<file path="config.mk">
export PLATFORM = sky130hd
export DESIGN_NAME = trc_reset_ctrl
export DESIGN_NICKNAME = d
export VERILOG_FILES = /design/src/design/trc_pkg.sv /design/src/design/trc_pulse_stretch.sv /design/src/design/trc_reset_ctrl.sv
export SDC_FILE = /design/constraint.sdc
export NUM_CORES = 1
export LEC_CHECK = 0
export ABC_AREA = 0
export BUFFER_PORTS_ARGS = -buffer_cell sky130_fd_sc_hd__buf_2
export CAP_MARGIN = 0
export CORE_MARGIN = 8
export CORE_UTILIZATION = 49
export CTS_CLUSTER_DIAMETER = 40
export DETAILED_ROUTE_END_ITERATION = 12
export GPL_ROUTABILITY_DRIVEN = 1
export HOLD_SLACK_MARGIN = 0.08
export PLACE_DENSITY = 0.83
export RECOVER_POWER = 50
export SKIP_CTS_REPAIR_TIMING = 1
export SLEW_MARGIN = 20
export SYNTH_ARGS = -nofsm -noshare
export SYNTH_HDL_FRONTEND = slang
export SYNTH_HIERARCHICAL = 1
export SYNTH_SLANG_ARGS = --single-unit
</file>
<file path="constraint.sdc">
create_clock -name core_clk_i -period 2.63 [get_ports core_clk_i]
set_clock_uncertainty 0.1 [all_clocks]
set_input_delay 0.263 -clock core_clk_i [delete_from_list [all_inputs] [get_ports core_clk_i]]
set_output_delay 0.263 -clock core_clk_i [all_outputs]
set_load 0.005 [all_outputs]
</file>
<file path="src/design/trc_pkg.sv">
// Package of constants for the transceiver reset control block
package trc_pkg;
  // ****************************************************************
  // Register map (printed offsets are not all multiples of four)
  // ****************************************************************
  localparam int unsigned SOFT_RESET_IDX   = 32'h0000002a;
  localparam int unsigned RADIO_CTRL_IDX   = 32'h00000036;
  localparam int unsigned CHANNEL_CFG_IDX  = 32'h00000200;
  localparam int unsigned RESET_STATUS_IDX = 32'h00000300;
  localparam logic [11:0] SOFT_RESET_ADDR   = 12'(SOFT_RESET_IDX * 4);
  localparam logic [11:0] RADIO_CTRL_ADDR   = 12'(RADIO_CTRL_IDX * 4);
  localparam logic [11:0] CHANNEL_CFG_ADDR  = 12'(CHANNEL_CFG_IDX * 4);
  localparam logic [11:0] RESET_STATUS_ADDR = 12'(RESET_STATUS_IDX * 4);

  // ****************************************************************
  // Field positions
  // ****************************************************************
  localparam int unsigned MAC_RST_POS   = 0;
  localparam int unsigned BB_RST_POS    = 1;
  localparam int unsigned PWR_RST_POS   = 2;
  localparam int unsigned RFSM_RST_POS  = 2;
  localparam logic [7:0]  SOFT_RST_MASK = 8'h07;
  localparam logic [7:0]  RADIO_MASK    = 8'h1f;

  // ****************************************************************
  // Reset values
  // ****************************************************************
  localparam logic [7:0] RADIO_CTRL_RST  = 8'h00;
  localparam logic [7:0] CHANNEL_CFG_RST = 8'h00;

  // ****************************************************************
  // Timing
  // ****************************************************************
  localparam int unsigned CLK_MHZ          = 50;
  localparam int unsigned RELEASE_US       = 250;
  localparam int unsigned RELEASE_CYCLES   = RELEASE_US * CLK_MHZ;
  localparam int unsigned PULSE_CYCLES     = 4;

  // Sequencer states, Gray coded along the path
  typedef enum logic [1:0] {
    TRC_HOLD  = 2'b00,
    TRC_WAIT  = 2'b01,
    TRC_RUN   = 2'b11
  } trc_state_e;
endpackage : trc_pkg

</file>
<file path="src/design/trc_pulse_stretch.sv">
// One-shot reset pulse stretcher for a circuit domain
`timescale 1ns/100ps
module trc_pulse_stretch #(
  parameter int unsigned LEN = 4
) (
  input  wire logic core_clk_i,
  input  wire logic nrst_i,
  input  wire logic start_i,
  output logic      rst_o
);
  localparam int unsigned CW = $clog2(LEN + 1);
  logic [CW-1:0] cnt_q;

  // Load on start, count down to zero
  always_ff @(posedge core_clk_i or negedge nrst_i) begin
    if (!nrst_i) begin
      cnt_q <= '0;
    end else if (start_i) begin
      cnt_q <= CW'(LEN);
    end else if (cnt_q != '0) begin
      cnt_q <= cnt_q - CW'(1);
    end
  end

  assign rst_o = (cnt_q != '0);
endmodule : trc_pulse_stretch

</file>
<file path="src/design/trc_reset_ctrl.sv">
// Transceiver reset control: pin, software and radio state machine resets
//
// Overview of operation
// - Power-up brings every control register to its reset value with no host action.
// - Driving the reset pin low resets all control registers for as long as it is low.
// - The device leaves reset about 250 us after the reset pin is released.
// - Writing one to software reset bit 2 resets power management only, registers kept.
// - Writing one to software reset bit 1 resets the baseband, registers kept.
// - Writing one to software reset bit 0 resets the MAC and all control registers.
// - The software reset bits act singly or together and clear themselves.
// - Host accesses are accepted straight after a software reset.
// - Writing one then zero to radio control bit 2 resets the radio state machine.
`timescale 1ns/100ps
module trc_reset_ctrl
  import trc_pkg::*;
#(
  parameter int unsigned RELEASE_CNT = trc_pkg::RELEASE_CYCLES,
  parameter int unsigned PULSE_LEN   = trc_pkg::PULSE_CYCLES
) (
  input  wire logic        core_clk_i,
  input  wire logic        nrst_i,
  input  wire logic        ext_reset_n_i,
  input  wire logic        hsel,
  input  wire logic [31:0] haddr,
  input  wire logic [1:0]  htrans,
  input  wire logic        hwrite,
  input  wire logic [2:0]  hsize,
  input  wire logic [31:0] hwdata,
  input  wire logic        hready,
  output logic      [31:0] hrdata,
  output logic             hreadyout,
  output logic             hresp,
  output logic             dev_ready_o,
  output logic             pwr_rst_o,
  output logic             bb_rst_o,
  output logic             mac_rst_o,
  output logic             rfsm_rst_o,
  output logic      [7:0]  channel_cfg_o,
  output logic      [1:0]  radio_mode_o,
  output logic      [1:0]  wake_count_hi_o
);
  import trc_pkg::*;

  // ****************************************************************
  // Reset synchroniser
  // ****************************************************************
  logic comb_n;
  logic sync1_q;
  logic sync2_q;
  logic sys_rst_n;

  // Power-on or pin reset asserts asynchronously
  assign comb_n = nrst_i & ext_reset_n_i;

  // Release passes two flops before use
  always_ff @(posedge core_clk_i or negedge comb_n) begin
    if (!comb_n) begin
      sync1_q <= 1'b0;
      sync2_q <= 1'b0;
    end else begin
      sync1_q <= 1'b1;
      sync2_q <= sync1_q;
    end
  end
  assign sys_rst_n = sync2_q;

  // ****************************************************************
  // Release delay sequencer
  // ****************************************************************
  localparam int unsigned RW = $clog2(RELEASE_CNT + 1);
  trc_state_e    state_q;
  logic [RW-1:0] rel_cnt_q;

  // Hold the device in reset for the release delay
  always_ff @(posedge core_clk_i or negedge sys_rst_n) begin
    if (!sys_rst_n) begin
      state_q   <= TRC_HOLD;
      rel_cnt_q <= '0;
    end else begin
      case (state_q)
        TRC_HOLD: begin
          state_q   <= TRC_WAIT;
          rel_cnt_q <= '0;
        end
        TRC_WAIT: begin
          if (rel_cnt_q == RW'(RELEASE_CNT - 1)) begin
            state_q <= TRC_RUN;
          end else begin
            rel_cnt_q <= rel_cnt_q + RW'(1);
          end
        end
        TRC_RUN: begin
          state_q <= TRC_RUN;
        end
        default: begin
          state_q <= TRC_HOLD;
        end
      endcase
    end
  end
  assign dev_ready_o = (state_q == TRC_RUN);

  // ****************************************************************
  // AHB-Lite slave
  // ****************************************************************
  logic        ap_wr_q;
  logic        ap_rd_q;
  logic [11:0] ap_addr_q;
  logic        take;

  // Accesses are only taken once out of reset
  assign take = hsel & hready & htrans[1] & dev_ready_o;

  // Capture the address phase
  always_ff @(posedge core_clk_i or negedge sys_rst_n) begin
    if (!sys_rst_n) begin
      ap_wr_q   <= 1'b0;
      ap_rd_q   <= 1'b0;
      ap_addr_q <= '0;
    end else begin
      ap_wr_q <= take & hwrite;
      ap_rd_q <= take & ~hwrite;
      if (take) begin
        ap_addr_q <= haddr[11:0];
      end
    end
  end

  // Zero wait states, always OKAY; no stall after a soft reset
  assign hreadyout = 1'b1;
  assign hresp     = 1'b0;

  function automatic logic hit(input logic [11:0] a, input logic [11:0] r);
    hit = (a[11:2] == r[11:2]);
  endfunction : hit

  logic wr_soft;
  logic wr_radio;
  logic wr_chan;
  assign wr_soft  = ap_wr_q & hit(ap_addr_q, SOFT_RESET_ADDR);
  assign wr_radio = ap_wr_q & hit(ap_addr_q, RADIO_CTRL_ADDR);
  assign wr_chan  = ap_wr_q & hit(ap_addr_q, CHANNEL_CFG_ADDR);

  // ****************************************************************
  // Software resets
  // ****************************************************************
  logic [2:0] soft_go;
  logic [2:0] circ_rst;
  logic       mac_rst_n;

  // Any combination of bits in one write
  assign soft_go = wr_soft ? hwdata[2:0] : 3'b000;

  // Self-clearing reset pulses per circuit
  genvar g;
  generate
    for (g = 0; g < 3; g++) begin : g_soft
      trc_pulse_stretch #(
        .LEN (PULSE_LEN)
      ) u_stretch (
        .core_clk_i (core_clk_i),
        .nrst_i     (sys_rst_n),
        .start_i    (soft_go[g]),
        .rst_o      (circ_rst[g])
      );
    end
  endgenerate

  assign pwr_rst_o = circ_rst[PWR_RST_POS] | ~dev_ready_o;
  assign bb_rst_o  = circ_rst[BB_RST_POS] | ~dev_ready_o;
  assign mac_rst_o = circ_rst[MAC_RST_POS] | ~dev_ready_o;

  // MAC reset also clears the control registers, synchronously
  assign mac_rst_n = ~soft_go[MAC_RST_POS];

  // ****************************************************************
  // Control registers
  // ****************************************************************
  logic [7:0] radio_q;
  logic [7:0] chan_q;

  // Radio control register; reset by POR, pin or MAC reset
  always_ff @(posedge core_clk_i or negedge sys_rst_n) begin
    if (!sys_rst_n) begin
      radio_q <= RADIO_CTRL_RST;
    end else if (!mac_rst_n) begin
      radio_q <= RADIO_CTRL_RST;
    end else if (wr_radio) begin
      radio_q <= hwdata[7:0] & RADIO_MASK;
    end
  end

  // Channel selection; power and baseband resets leave it alone
  always_ff @(posedge core_clk_i or negedge sys_rst_n) begin
    if (!sys_rst_n) begin
      chan_q <= CHANNEL_CFG_RST;
    end else if (!mac_rst_n) begin
      chan_q <= CHANNEL_CFG_RST;
    end else if (wr_chan) begin
      chan_q <= hwdata[7:0];
    end
  end

  // Radio state machine held while the bit is one, released on zero
  assign rfsm_rst_o      = radio_q[RFSM_RST_POS] | ~dev_ready_o;
  assign channel_cfg_o   = chan_q;
  assign radio_mode_o    = radio_q[1:0];
  assign wake_count_hi_o = radio_q[4:3];

  // ****************************************************************
  // Read data
  // ****************************************************************
  logic [31:0] rd_d;

  // Software reset bits read back as pending pulses, so they self-clear
  always_comb begin
    rd_d = 32'h00000000;
    if (hit(ap_addr_q, SOFT_RESET_ADDR)) begin
      rd_d = {29'h00000000, circ_rst[PWR_RST_POS], circ_rst[BB_RST_POS],
              circ_rst[MAC_RST_POS]};
    end else if (hit(ap_addr_q, RADIO_CTRL_ADDR)) begin
      rd_d = {24'h000000, radio_q};
    end else if (hit(ap_addr_q, CHANNEL_CFG_ADDR)) begin
      rd_d = {24'h000000, chan_q};
    end else if (hit(ap_addr_q, RESET_STATUS_ADDR)) begin
      rd_d = {27'h0000000, rfsm_rst_o, circ_rst, dev_ready_o} & 32'h0000001f;
    end
  end

  assign hrdata = ap_rd_q ? rd_d : 32'h00000000;
endmodule : trc_reset_ctrl

</file>
# Word-level counts from Yosys, hierarchy flattened
# Index checks and enable logic that the tools add are counted.
[totals]
latchBits = 0
ff_bits = 57
in_bits = 75
romBits = 0
mem_count = 0
output_inout_bits = 51
wordCells = 71
mem_bits_rw = 0
[classes]
multipliers = 0
add_sub_neg = 4
bitwise_logic = 15
reduce_logical = 11
magnitude_cmp = 0
n_shift = 0
div_mod_pow = 0
n_mux = 20
eq_ne = 9
[ops]
columns = ["op", "count"]
rows = [
  ["$mux W32", 2],
  ["$mux W8", 6],
  ["$pmux W14 S2", 1],
  ["$mux W3", 7],
  ["$eq A10 B10 Y1 const B", 2],
  ["$eq A10 B6 Y1 const B", 2],
  ["$add A14 B1 Y14 const B", 1],
  ["$eq A14 B14 Y1 const B", 1],
  ["$mux W14", 1],
  ["$reduce_bool A2 Y1", 6],
  ["$and A1 B1 Y1", 9],
  ["$reduce_bool A3 Y1", 3],
  ["$sub A3 B1 Y3 const B", 3],
  ["$pmux W2 S3", 1],
  ["$mux W5", 1],
  ["$ne A2 B2 Y1 const B", 2],
  ["$or A1 B1 Y1", 4],
  ["$eq A2 B1 Y1 const B", 1],
  ["$eq A2 B2 Y1 const B", 1],
  ["$logic_not A2 Y1", 1],
  ["$mux W2", 1],
  ["$not A1 Y1", 2],
  ["$reduce_and A2 Y1", 1],
]

# Logic depth before layout (Yosys ltp)
[depth]
ltp_word = 8
mapped_depth = 7
mapped_depth_nobuf = 7

# Hierarchy
# Netlist, hierarchy kept.
[by_module_without_submodules]
columns = ["module", "cells_each", "area_each_um2", "instances"]
rows = [
  ["trc_reset_ctrl", 265, 2583.7, 1],
  ["trc_pulse_stretch", 16, 177.7, 3],
]

# Worst setup path after synthesis
# OpenSTA, ideal clock, no wires.
[synth_path]
path_kind = "register to register"
startpoint = "register ap_addr_q[10]"
endpoint = "register g_soft[0].u_stretch.cnt_q[0]"
t_required_ps = 2405
arrival_ps = 2010
setup_slack_ps = 396
n_path_buf = 1
path_stages_with_launch = 7
cell_sequence = "dfrtp_1 -> nor4bb_1 -> and3_2 -> and4_1 -> buf_2 -> and2b_1 -> mux2_2"
[synth_via]
elab_chain_len = 4
[synth_lines]
columns = ["item", "line_no", "source"]
rows = [
  ["start: declaration", "trc_reset_ctrl.sv:108", "logic [11:0] ap_addr_q;"],
  ["start signal: assignment", "trc_reset_ctrl.sv:124", "ap_addr_q <= haddr[11:0];"],
  ["$eq A10 B6 Y1 (*)", "trc_reset_ctrl.sv:134", "hit = (a[11:2] == r[11:2]);"],
  ["$and A1 B1 Y1 (*)", "trc_reset_ctrl.sv:140", "assign wr_soft = ap_wr_q & hit(ap_addr_q, SOFT_RESET_ADDR);"],
  ["$mux W3 (*)", "trc_reset_ctrl.sv:152", "assign soft_go = wr_soft ? hwdata[2:0] : 3'b000;"],
  ["via soft_go[0]", "trc_reset_ctrl.sv:147", "logic [2:0] soft_go;"],
  ["$mux W3 / $reduce_bool A2 Y1 (equally long branches)", "n/a", ""],
  ["end signal: assignment", "trc_pulse_stretch.sv:19", "cnt_q <= CW'(LEN);"],
  ["end signal: assignment", "trc_pulse_stretch.sv:21", "cnt_q <= cnt_q - CW'(1);"],
  ["end: declaration", "trc_pulse_stretch.sv:12", "logic [CW-1:0] cnt_q;"],
]
# Mark *: on every way through the listed nets, which the timed path passes. The rest lies on a longest branch.
# A chain may end at the register's enable or synchronous reset.

# Worst setup path in the final report
[layout_path]
startpoint = "register ap_addr_q[3]"
endpoint = "output port hrdata[4]"
[layout_via]
elab_chain_len = 6
[layout_lines]
columns = ["item", "line_no", "source"]
rows = [
  ["$eq A10 B10 Y1", "trc_reset_ctrl.sv:134", ""],
  ["$mux W5", "trc_reset_ctrl.sv:225", "end else if (hit(ap_addr_q, RESET_STATUS_ADDR)) begin"],
  ["$mux W8", "trc_reset_ctrl.sv:223", "end else if (hit(ap_addr_q, CHANNEL_CFG_ADDR)) begin"],
  ["$mux W8", "trc_reset_ctrl.sv:221", "end else if (hit(ap_addr_q, RADIO_CTRL_ADDR)) begin"],
  ["$mux W32 (*)", "trc_reset_ctrl.sv:218", "if (hit(ap_addr_q, SOFT_RESET_ADDR)) begin"],
  ["$mux W32 (*)", "trc_reset_ctrl.sv:230", "assign hrdata = ap_rd_q ? rd_d : 32'h00000000;"],
  ["end: declaration", "trc_reset_ctrl.sv:30", "output logic [31:0] hrdata,"],
]
# Mark *: on every way between the ends. The rest lies on a longest branch, timed or not.

==> results.json <==
{
  "hold_viol": 0,
  "ys_ff_latch": 52,
  "finalSetupTns_ns": 0,
  "firstDrtPassIters": 4,
  "yosys_warnings": 6,
  "fin_crit_ns": 2.58,
  "gp_congestion": 0.857,
  "die_w_um": 95.8,
  "cap_violations": 0,
  "synth_top_cell_area_share_pct": 41.8,
  "clock_latency_ns": 0.31,
  "dp_cells": 433,
  "max_freq_ghz": 0.387,
  "ys.flop_type": "dfrtp_1",
  "fin_util_pct": 57.6,
  "io_pins": 126,
  "cts_tree": "yes",
  "drt_iter0_markers": 134,
  "tightest_slew_ns": 1.23,
  "synthTopCellsByArea": "dfrtp_1 42%, buf_4 7.2%, mux2i_1 5.5%",
  "diodes": 0,
  "total_power_mw": 1.50,
  "seq_area_frac_synth_pct": 41.8,
  "synth.distinct_cells": 56,
  "grt_pass1_vias": 2354,
  "cts_made_buffers": 5,
  "wl_per_cell_um": 16.1,
  "synthesis.area_per_instance_um2": 9.96,
  "whs_ns": 0.0782,
  "fp-row-count": 29,
  "cts.sinks": 52,
  "cp_max_fo": 3,
  "synthArstFlopShare_pct": 100,
  "status": "complete, no violations",
  "r2r_start": "ap_addr_q[3]",
  "worstHoldPathType": "in -> reg",
  "synthCells": 313,
  "vias": 2517,
  "die_y_um": 95.8,
  "critPathKind": "reg -> out",
  "synth_commonest_cells": "52 x dfrtp_1, 30 x buf_4, 19 x nor2_1",
  "maxSlewViolCount": 0,
  "start_util_pct": 49.9,
  "io_buffer_count": 49,
  "slew_headroom_pct": 17.8,
  "fillers": 542,
  "cp.arrival_ns": 2.22,
  "grt_use_total_pct": 14.8,
  "yosysTopAreaCell": "dfrtp_1",
  "p_leak_nw": 1.75,
  "synth_edf_count": 0,
  "die_area_um2": 9170,
  "overflow": 0,
  "totalWireLength_um": 7250,
  "drive_gt1_share_pct": 27.8,
  "reg2reg_slack_ns": 0.30,
  "critPathCaptureType": "output pin",
  "instances_no_fill": 451,
  "p_per_area_nw_per_um2": 418,
  "grt_max_degree": 51,
  "grt_pass1_wl_um": 10900,
  "vias_per_cell": 5.58,
  "dp_hpwl_um": 5240,
  "ant_nets": 0,
  "drc": 0,
  "ir_drop_v": 0.000343,
  "crit_start": "ap_addr_q[3]",
  "clk_path_buf_depth": 2,
  "cts_root_buffer": "clkbuf_8",
  "start_kind": "flip-flop",
  "htreeDepth": 2,
  "fin_nets": 456,
  "netlist_area_um2": 3120,
  "antenna_found_initial": 0,
  "setup_viol": 0,
  "cp.required_ns": 2.27,
  "coreArea_um2": 6240,
  "yosysMostFrequentCell": "dfrtp_1",
  "syn_to_final_growth_pct": 15.4,
  "clk_pin_slew_worst_paths_ns": 0.10,
  "period_share_pct": 98.3,
  "hp-start": "haddr[5]"
}
==> where the power goes <==
group | internal [mW] | leakage [nW] | switching (mW)
registers | 0.804 | 0.677 | 0.00316
clock network | 0.375 | 0.0642 | 0.260
logic | 0.0240 | 1.01 | 0.0374
==> sequential cells by signal, indices dropped and copies added (netlist names) <==
register	flops
state_q	2
channel_cfg_o	8
ap_wr_q	1
sync1_q	1
radio_q	5
rel_cnt_q	14
ap_rd_q	1
sync2_q	1
g_soft.u_stretch/cnt_q	9
ap_addr_q	10
==> stage by stage <==
step           worst slack [ns]  area, um^2
4_1_cts                 -0.0755        3490
6_report                 0.0460        3600
5_1_grt                 -0.0196        3600
2_1_floorplan             0.396        3210
3_5_place_dp              0.289        3360
3_3_place_gp              0.319        3360
==> per-layer routing <==
layer  GRT usage, %  routed length, um  vias to the layer above
li1               -                  -                     1183
met4           4.23                 80                        0
met5              0                  0                        -
met1           16.6               2720                     1245
met2           26.9               3890                       79
met3           3.90                558                       10
==> cells in the final DEF (no fill, tap or decap), types with 5 or more instances in the layout <==
master and n:
dfrtp_1 50, mux2i_1 17, nand3_1 7, nor2_1 19, buf_2 46, a31oi_1 9
a21oi_1 9, nor3_1 5, ha_1 7, o21ai_0 10, inv_1 14, dlygate4sd3_1 7
buf_4 14, conb_1 27, clkbuf_8 5, or4_1 6, and3_1 5, nand4_1 5
nor2_2 8, mux2_2 14, nand2_1 14, nand2b_1 7
==> worst paths after layout <==
path                                                     end  cells after the start
worst min-delay path                            ap_addr_q[5]                      2
worst max-delay path                               hrdata[4]                      5
worst min register to register                       sync2_q                      0
min in group asynchronous                            sync1_q                      3
max in group asynchronous                       ap_addr_q[5]                      1
worst max register to register  g_soft[0].u_stretch/cnt_q[0]                      6
==> cells by family (layout without fill, tap and decap cells) <==
kind of cell	Yosys count	count (layout)	synth area share, %
adder cells (fa/ha/maj)	7	7	2.81
AO/OA/AOI/OAI	49	49	10.6
other	2	27	0.241
AND/OR/NAND/NOR	115	115	23.2
XOR/XNOR	1	1	0.281
buffers and inverters	56	92	10.6
flip-flops	52	52	41.8
multiplexers	31	31	10.5
==> area by class of cell <==
class / count / area (um^2) / area share [%]
clock buffer: 5 / 68.8 / 1.91
tap: 77 / 96.3 / 2.68
timing repair buffer: 71 / 422 / 11.7
sequential: 52 / 1300 / 36.2
inverter: 14 / 52.6 / 1.46
multi-input combinational: 230 / 1590 / 44.3
clock inverter: 2 / 60.1 / 1.67
==> worst max-delay path: stages, from the launching register on <==
cell      delay (ns)
dfrtp_1         0.41
or4b_4          0.57
or3_4           0.35
a311oi_2        0.24
o221a_1         0.22
buf_2           0.12
Note: power is estimated with default switching activity, not from simulation.
